<file path="config.mk">
export PLATFORM = sky130hd
export DESIGN_NAME = pmcc_ctrl
export DESIGN_NICKNAME = d
export VERILOG_FILES = /design/src/hdl/pmcc_pkg.sv /design/src/hdl/pmcc_ctrl.sv
export SDC_FILE = /design/constraint.sdc
export NUM_CORES = 1
export LEC_CHECK = 0
export ABC_AREA = 1
export BUFFER_PORTS_ARGS = -buffer_cell sky130_fd_sc_hd__buf_2
export CAP_MARGIN = 10
export CORE_AREA = 2 2 77 79
export CTS_BUF_LIST = sky130_fd_sc_hd__clkbuf_2 sky130_fd_sc_hd__clkbuf_4 sky130_fd_sc_hd__clkbuf_8
export CTS_CLUSTER_SIZE = 24
export DETAILED_ROUTE_END_ITERATION = 12
export DIE_AREA = 0 0 79 81
export PLACE_DENSITY = 0.76
export SETUP_SLACK_MARGIN = 0.15
export SYNTH_ARGS = -nofsm -noshare
export SYNTH_HDL_FRONTEND = slang
export SYNTH_SLANG_ARGS = --single-unit
export TNS_END_PERCENT = 5
</file>
<file path="constraint.sdc">
create_clock -name clock_i -period 2.03 [get_ports clock_i]
set_clock_uncertainty 0.05 [all_clocks]
set_input_delay 0.406 -clock clock_i [delete_from_list [all_inputs] [get_ports clock_i]]
set_output_delay 0.406 -clock clock_i [all_outputs]
set_load 0.01 [all_outputs]
</file>
<file path="src/hdl/pmcc_pkg.sv">
// package: register map, field layout and timing constants of the clock controller
package pmcc_pkg;
  // ----------------------------------------------------------------
  // register offsets (byte addresses)
  // ----------------------------------------------------------------
  localparam logic [3:0] mode_ctrl_addr = 4'h0; // system_mode_control
  localparam logic [3:0] aux_ctrl_addr = 4'h4;  // idle_clock_keep etc
  localparam logic [3:0] status_addr = 4'h8;    // flags and mode
  // ----------------------------------------------------------------
  // field positions of system_mode_control
  // ----------------------------------------------------------------
  localparam int hsel_bit = 0;
  localparam int idle_en_bit = 1;
  localparam int hready_bit = 2;
  localparam int lready_bit = 3;
  localparam int fast_bit = 4;
  localparam int div_lsb = 5;
  // field positions of aux control
  localparam int keep_bit = 0;
  localparam int wdt_on_bit = 1;
  localparam int lvd_on_bit = 2;
  localparam int osc_lsb = 3;
  // ----------------------------------------------------------------
  // values after reset
  // ----------------------------------------------------------------
  localparam logic [7:0] mode_ctrl_rst = 8'h03;
  localparam logic [7:0] aux_ctrl_rst = 8'h00;
  // ----------------------------------------------------------------
  // stabilisation counts
  // ----------------------------------------------------------------
  localparam int high_settle_cycles = 1024;
  localparam int low_settle_cycles = 2;
  localparam int div_width = 6;
  // system oscillator choice
  typedef enum logic [1:0] {
    pmcc_osc_crystal,
    pmcc_osc_fast_int,
    pmcc_osc_slow_int,
    pmcc_osc_rsvd
  } pmcc_osc_type;
  // operating modes
  typedef enum logic [2:0] {
    pmcc_normal,
    pmcc_slow,
    pmcc_deep_sleep,
    pmcc_sleep_sub,
    pmcc_idle_off,
    pmcc_idle_on
  } pmcc_mode_type;
endpackage

</file>
<file path="src/hdl/pmcc_ctrl.sv">
// power mode and system clock controller with wishbone register slave
//
// Decided for this implementation: the register offsets and register access over Wishbone.
`timescale 1ns/1ps
module pmcc_ctrl #(
  parameter int high_settle = pmcc_pkg::high_settle_cycles
) (
  input wire logic clock_i,
  input wire logic srst_i,
  // wishbone classic slave
  input wire logic wb_cyc_i,
  input wire logic wb_stb_i,
  input wire logic wb_we_i,
  input wire logic [3:0] wb_adr_i,
  input wire logic [3:0] wb_sel_i,
  input wire logic [31:0] wb_dat_i,
  output logic [31:0] wb_dat_o,
  output logic wb_ack_o,
  // cpu side
  input wire logic halt_i,
  input wire logic wake_i,
  input wire logic clear_pdf_i,
  input wire logic timeout_set_i,
  output logic cpu_run_o,
  output logic power_down_flag_o,
  output logic timeout_flag_o,
  // clock gating controls
  output logic high_osc_en_o,
  output logic low_osc_en_o,
  output logic sys_clk_en_o,
  output logic sys_use_low_o,
  output logic [2:0] sys_div_sel_o,
  output logic periph_div_en_o,
  output logic sub_clk_en_o,
  output logic wdt_clear_o,
  output logic wdt_halt_o
);
  // ----------------------------------------------------------------
  // register state
  // ----------------------------------------------------------------
  logic [2:0] clock_divider_select; // divided clock choice
  logic fast_wakeup_enable; // temporary low clock on wake
  logic idle_enable; // halt goes idle rather than sleep
  logic high_clock_select; // undivided high clock
  logic idle_clock_keep; // keep system clock in idle
  logic wdt_on; // watchdog enabled, from software
  logic lvd_on; // low voltage detect enabled
  logic [1:0] osc_choice; // system oscillator type
  logic high_osc_ready;
  logic low_osc_ready;
  logic [10:0] high_cnt; // high settle counter
  logic [1:0] low_cnt; // low settle counter
  pmcc_pkg::pmcc_mode_type mode;
  logic fast_active; // running on low clock after fast wake
  logic wb_hit;
  logic low_selected; // low clock picked as system clock
  logic in_halt;
  logic high_needed;
  logic low_needed;
  logic [10:0] high_target; // last count before the ready flag rises

  // divider code below 010 means low clock
  function automatic logic is_low_code(input logic [2:0] code);
    is_low_code = (code[2:1] == 2'b00);
  endfunction

  assign wb_hit = wb_cyc_i && wb_stb_i && !wb_ack_o;
  assign low_selected = !high_clock_select &&
                        is_low_code(clock_divider_select);
  assign in_halt = (mode == pmcc_pkg::pmcc_deep_sleep) ||
                   (mode == pmcc_pkg::pmcc_sleep_sub) ||
                   (mode == pmcc_pkg::pmcc_idle_off) ||
                   (mode == pmcc_pkg::pmcc_idle_on);

  // ----------------------------------------------------------------
  // wishbone slave: one registered ack per request, one wait state
  // ----------------------------------------------------------------
  // ack answers one edge after the strobe and drops the next cycle
  always_ff @(posedge clock_i) begin
    if (srst_i) begin
      wb_ack_o <= 1'b0;
    end else begin
      wb_ack_o <= wb_hit;
    end
  end

  // read data; unmapped offsets read zero, so no bus error is needed
  always_ff @(posedge clock_i) begin
    if (srst_i) begin
      wb_dat_o <= 32'h0000_0000;
    end else if (wb_hit && !wb_we_i) begin
      unique case (wb_adr_i)
        pmcc_pkg::mode_ctrl_addr: begin
          wb_dat_o <= {24'h00_0000, clock_divider_select,
                       fast_wakeup_enable, low_osc_ready, high_osc_ready,
                       idle_enable, high_clock_select};
        end
        pmcc_pkg::aux_ctrl_addr: begin
          wb_dat_o <= {27'h000_0000, osc_choice, lvd_on, wdt_on,
                       idle_clock_keep};
        end
        pmcc_pkg::status_addr: begin
          wb_dat_o <= {26'h000_0000, fast_active, mode,
                       timeout_flag_o, power_down_flag_o};
        end
        default: begin
          wb_dat_o <= 32'h0000_0000;
        end
      endcase
    end
  end

  // software writes to control fields; ready flags are read-only
  always_ff @(posedge clock_i) begin
    if (srst_i) begin
      {clock_divider_select, fast_wakeup_enable} <=
        {pmcc_pkg::mode_ctrl_rst[7:5], pmcc_pkg::mode_ctrl_rst[4]};
      idle_enable <= pmcc_pkg::mode_ctrl_rst[pmcc_pkg::idle_en_bit];
      high_clock_select <= pmcc_pkg::mode_ctrl_rst[pmcc_pkg::hsel_bit];
      {osc_choice, lvd_on, wdt_on, idle_clock_keep} <=
        pmcc_pkg::aux_ctrl_rst[4:0];
    end else if (wb_hit && wb_we_i && wb_sel_i[0]) begin
      // normal/slow switching happens only through these writes
      if (wb_adr_i == pmcc_pkg::mode_ctrl_addr) begin
        clock_divider_select <= wb_dat_i[pmcc_pkg::div_lsb +: 3];
        fast_wakeup_enable <= wb_dat_i[pmcc_pkg::fast_bit];
        idle_enable <= wb_dat_i[pmcc_pkg::idle_en_bit];
        high_clock_select <= wb_dat_i[pmcc_pkg::hsel_bit];
      end else if (wb_adr_i == pmcc_pkg::aux_ctrl_addr) begin
        idle_clock_keep <= wb_dat_i[pmcc_pkg::keep_bit];
        wdt_on <= wb_dat_i[pmcc_pkg::wdt_on_bit];
        lvd_on <= wb_dat_i[pmcc_pkg::lvd_on_bit];
        osc_choice <= wb_dat_i[pmcc_pkg::osc_lsb +: 2];
      end
    end
  end

  // ----------------------------------------------------------------
  // operating mode sequencer
  // ----------------------------------------------------------------
  // halt picks the low-power mode; wake returns to the run mode
  always_ff @(posedge clock_i) begin
    if (srst_i) begin
      mode <= pmcc_pkg::pmcc_normal;
    end else begin
      unique case (mode)
        pmcc_pkg::pmcc_normal, pmcc_pkg::pmcc_slow: begin
          if (halt_i) begin
            if (!idle_enable && !wdt_on && !lvd_on) begin
              mode <= pmcc_pkg::pmcc_deep_sleep;
            end else if (!idle_enable) begin
              mode <= pmcc_pkg::pmcc_sleep_sub;
            end else if (!idle_clock_keep) begin
              mode <= pmcc_pkg::pmcc_idle_off;
            end else begin
              mode <= pmcc_pkg::pmcc_idle_on;
            end
          end else begin
            mode <= low_selected ? pmcc_pkg::pmcc_slow :
                                   pmcc_pkg::pmcc_normal;
          end
        end
        default: begin
          if (wake_i) begin
            mode <= low_selected ? pmcc_pkg::pmcc_slow :
                                   pmcc_pkg::pmcc_normal;
          end
        end
      endcase
    end
  end

  // fast wake: crystal, enable set, and a mode that kept the low clock
  always_ff @(posedge clock_i) begin
    if (srst_i) begin
      fast_active <= 1'b0;
    end else if (in_halt && wake_i) begin
      fast_active <= fast_wakeup_enable && !low_selected &&
        (osc_choice == pmcc_pkg::pmcc_osc_crystal) &&
        ((mode == pmcc_pkg::pmcc_sleep_sub) ||
         (mode == pmcc_pkg::pmcc_idle_off));
    end else if (high_osc_ready) begin
      fast_active <= 1'b0;
    end
  end

  // ----------------------------------------------------------------
  // oscillator enables and settle counters
  // ----------------------------------------------------------------
  // high oscillator off when low clock chosen or in stopped modes
  assign high_needed = !low_selected &&
    ((mode == pmcc_pkg::pmcc_normal) || (mode == pmcc_pkg::pmcc_slow) ||
     (mode == pmcc_pkg::pmcc_idle_on));
  // low clock stops in deep sleep, runs while it is in use
  assign low_needed = (mode != pmcc_pkg::pmcc_deep_sleep) &&
    (low_selected || fast_active || wdt_on || lvd_on ||
     (mode == pmcc_pkg::pmcc_sleep_sub) ||
     (mode == pmcc_pkg::pmcc_idle_off));

  // a slow internal system oscillator settles as fast as the low clock,
  // so it must not sit out the long crystal count
  assign high_target = (osc_choice == pmcc_pkg::pmcc_osc_slow_int) ?
    11'(pmcc_pkg::low_settle_cycles - 1) : 11'(high_settle - 1);

  // high counter restarts whenever the oscillator is disabled
  always_ff @(posedge clock_i) begin
    if (srst_i || !high_needed) begin
      high_cnt <= 11'h000;
      high_osc_ready <= 1'b0;
    end else if (high_cnt >= high_target) begin
      high_osc_ready <= 1'b1;
    end else begin
      high_cnt <= high_cnt + 11'h001;
    end
  end

  // low counter gives the two cycle slow oscillator start
  always_ff @(posedge clock_i) begin
    if (srst_i || !low_needed) begin
      low_cnt <= 2'h0;
      low_osc_ready <= 1'b0;
    end else if (low_cnt ==
                 2'(pmcc_pkg::low_settle_cycles - 1)) begin
      low_osc_ready <= 1'b1;
    end else begin
      low_cnt <= low_cnt + 2'h1;
    end
  end

  // ----------------------------------------------------------------
  // clock outputs
  // ----------------------------------------------------------------
  assign high_osc_en_o = high_needed;
  assign low_osc_en_o = low_needed;
  // system clock runs in run modes and idle_on once its source settles
  assign sys_clk_en_o = ((mode == pmcc_pkg::pmcc_normal) ||
                         (mode == pmcc_pkg::pmcc_slow) ||
                         (mode == pmcc_pkg::pmcc_idle_on)) &&
    (low_selected || fast_active ? low_osc_ready
                                 : high_osc_ready);
  assign sys_use_low_o = low_selected || fast_active;
  assign sys_div_sel_o = high_clock_select ? 3'h0 :
                         clock_divider_select;
  assign periph_div_en_o = high_needed && high_osc_ready;
  assign sub_clk_en_o = (mode != pmcc_pkg::pmcc_deep_sleep);
  assign cpu_run_o = !in_halt && sys_clk_en_o;
  assign wdt_halt_o = (mode == pmcc_pkg::pmcc_deep_sleep);

  // watchdog clear pulse on every halt entry
  always_ff @(posedge clock_i) begin
    if (srst_i) begin
      wdt_clear_o <= 1'b0;
    end else begin
      wdt_clear_o <= halt_i && !in_halt;
    end
  end

  // power down flag: halt sets, clear instruction clears, set wins
  always_ff @(posedge clock_i) begin
    if (srst_i) begin
      power_down_flag_o <= 1'b0;
    end else if (halt_i && !in_halt) begin
      power_down_flag_o <= 1'b1;
    end else if (clear_pdf_i) begin
      power_down_flag_o <= 1'b0;
    end
  end

  // timeout flag: watchdog time-out sets, halt clears, set wins
  always_ff @(posedge clock_i) begin
    if (srst_i) begin
      timeout_flag_o <= 1'b0;
    end else if (timeout_set_i) begin
      timeout_flag_o <= 1'b1;
    end else if (halt_i && !in_halt) begin
      timeout_flag_o <= 1'b0;
    end
  end
endmodule

</file>
==> results.ini <==
[setup_path]
capture_point_of_the_worst_reg_to_reg_path = high_cnt[8]
worstPathCellList = inv_4 > ha_4 > inv_2 > o21ai_2 > inv_2 > nor4_2 > buf_2
critical_path.max_fanout = 4
required_ns = 1.57
worst_setup_path_startpoint = mode[2]
crit_type = flop to primary output
rr_worst_depth = 9
reg2reg_slack_ns = 0.19
cpMostUsedCell = inv_2
cp_slowest_cell = dfxtp_4
cp.arrival_ns = 1.44
max_stage_delay_ns = 0.37
r2r-start = osc_choice[1]
critPathLaunchType = flop
crit_path_end = cpu_run_o
worstSetupEndpointType = primary output

[layout]
final_layout_size_suffix_gt1_share_pct = 28.0
num-nets-final = 455
layout.cells.non_filler = 475
layout.filler_cells = 569
final_core_utilization_pct = 50.8
diode_count = 0
post-route-cell-area_mm2 = 0.00288
syn2layout_area_growth_pct = 17.8

[hold_path]
holdCritPathClass = input port to flop
hold_start = clear_pdf_i

[synthesis]
synth-edff-count = 0
synth.area.top_cells = dfxtp_1 (34%), nand2_1 (9.0%), buf_4 (8.0%), nand3_1 (6.1%), nor2_1 (5.8%)
ys_ff_latch = 42
synth_area_per_cell_um2 = 7.08
synth.top_cell.area_share_pct = 34.3
syn_inst = 346
post-synth-top-area-cell = dfxtp_1
main_flop_type_after_synthesis = dfxtp_1
distinct_cell_type_count_after_synthesis = 31
syn_area_mm2 = 0.00245
sequential_area_share_after_synthesis_pct = 34.3
synth-warning-count = 0
postSynth.asyncResetShare_pct = 0

[global_routing]
groute.usage.overall_pct = 18.2
maximum_number_of_pins_on_one_net_before_global_route_repair = 17
antenna_found_initial = 0
wire_length_of_the_first_global_routing_pass_mm = 9.18
first_global_vias = 2092
globalRouteOverflowTotal = 0

[timing]
max_freq_mhz = 528
slew_violations = 0
final_setup_margin_ns = 0.136
setup_violations = 0
report.final.hold_viol_count = 0
min_period_over_period_pct = 93.3
pin_slew_with_the_least_headroom_to_its_limit_ns = 0.539
whs_ns = 0.251
grt_setup_unrepaired = yes
period_needed_ns = 1.89
sum_of_negative_setup_slack_ns = 0
timing.max_slew.rel_slack_pct = 64.0

[die]
core_area_mm2 = 0.00568
die_height_um = 81
fp.dieArea_mm2 = 0.00640
die-width_um = 79
floorplan.initialDensity_pct = 43.1
row_count = 28
io-pin-count = 96

[clocking]
cts.hold.buffers_added = 0
clock_tree_from_tritoncts = done
clock_insertion_delay_worst_skew_ns = 0.30
cts.sinks = 42
cts.clk_slew.worst_paths_ns = 0.08
cts_root_buf = clkbuf_8
htreeDepth = 2
cts_inserted_buffers = 5
clockBufferDepth = 2

[pwr]
total_power_mw = 1.70
intPower_mw = 1.28
worst_vdd_ir_uv = 313
power.share.switching_pct = 25.1
share_clk_of_total_power_pct = 40.2
power.share.combinational_pct = 9.6
p_leak_nw = 1.29
p_seq_share_pct = 50.1
cellPowerDensity_mw_per_mm2 = 591
sw_power_mw = 0.427

[routing]
post_drt_wl_per_cell_um = 12.0
drc = 0
post_drt_via_cell_ratio = 4.85
detail-route-antenna-nets = 0
via_count = 2306
wirelength_mm = 5.68
firstDrtPassIters = 4
first_iter_violations = 114

[run]
cap_violations = 0

[placed_design]
placed_cells = 462
detailedPlacementHpwl_mm = 4.17
placed_area_mm2 = 0.00267
port_buffers = 44
place_ws_ns = 0.0675
gp_congestion = 0.919

[status]
run_status = completed

## layout by cell type, fill, tap and decap left out, drive strengths merged, types with 2 or more instances in the layout
master / instances
o21ai: 16
a21oi: 32
o221ai: 3
ha: 7
dfxtp: 42
clkbuf: 6
xor2: 8
nor4: 2
nand2: 72
nand4: 2
nor3: 4
inv: 43
o211ai: 3
nand3: 32
nor2: 41
buf: 55
o22ai: 3
conb: 24
## synthesized netlist by cell type (all sizes together), types with 3 or more instances
| cell type | number |
|---|---|
| xor2 | 8 |
| buf | 29 |
| nor2 | 41 |
| nand3 | 32 |
| inv | 43 |
| ha | 7 |
| o211ai | 3 |
| nor3 | 4 |
| o22ai | 3 |
| o221ai | 3 |
| a21oi | 32 |
| clkbuf | 3 |
| o21ai | 16 |
| nand2 | 72 |
| dfxtp | 42 |
## state kept, by name, summed over array words and instances, names as in the netlist, 2 cells and up
name                  count
high_cnt                 11
wb_dat_o                  8
osc_choice                2
low_cnt                   2
clock_divider_select      3
mode                      3
## cells by family (layout without fill, tap and decap cells)
| kind of cell | count (synthesis) | count (layout) | share of synthesized area (%) |
|---|---|---|---|
| xor gates and xnor gates | 9 | 9 | 3.22 |
| adders and majority gates | 7 | 7 | 3.58 |
| and+or+nand+nor | 153 | 153 | 28.2 |
| AOI/OAI and AO/OA | 59 | 59 | 14.7 |
| other | 1 | 24 | 0.153 |
| buffers and inverters | 75 | 106 | 15.9 |
| DFF | 42 | 42 | 34.3 |
## layout make-up
cell class | count | area, um^2 | share of cell area, %
flip-flops and latches | 42 | 850 | 29.5
repair buffers | 55 | 303 | 10.5
clock buffers | 6 | 76.3 | 2.65
clock inverters | 2 | 37.5 | 1.30
multi-input cells | 252 | 1360 | 47.0
inverters | 43 | 169 | 5.86
well taps | 75 | 93.8 | 3.25
## layer usage
| metal | vias up | share of wire (%) | global-route usage [%] |
|---|---|---|---|
| li1 | 1182 | - | - |
| met1 | 1059 | 42 | 21.2 |
| met2 | 57 | 52 | 33.1 |
| met3 | 8 | 4.2 | 3.33 |
| met4 | 0 | 1.4 | 7.24 |
| met5 | - | 0 | 0 |
## how the worst min path moves through the flow
stage	to	cells after the start
finish	power_down_flag_o	2
global route	power_down_flag_o	2
CTS	power_down_flag_o	2
detailed placement	wb_dat_o[6]	2
global placement	wb_dat_o[0]	2
floorplan	idle_clock_keep	2
## power groups by stage
stage                     sequential (mW)  combinational (mW)  clock [mW]
after floorplan                     0.871               0.132           0
after global placement              0.873               0.144           0
after detailed placement            0.873               0.147           0
after CTS                           0.854               0.157       0.702
after global routing                0.857               0.185       0.740
final                               0.854               0.164       0.686
## repair_timing
| action | in CTS | in global routing |
|---|---|---|
| endpoints found under the hold margin | 0 | 0 |
| pin swaps | 2 | 4 |
| gates resized for setup | 12 | 10 |
| buffers inserted | 3 | 2 |
| setup endpoints to repair | 16 | 16 |
## worst max-delay path, delay by kind of cell (launching register included)
kind,cells,cell delay (ns)
AOI/OAI and AO/OA,1,0.06
adders and majority gates,1,0.14
DFF,1,0.37
buffers and inverters,4,0.33
and+or+nand+nor,1,0.23
No activity file was read; power rests on OpenSTA's default activity.
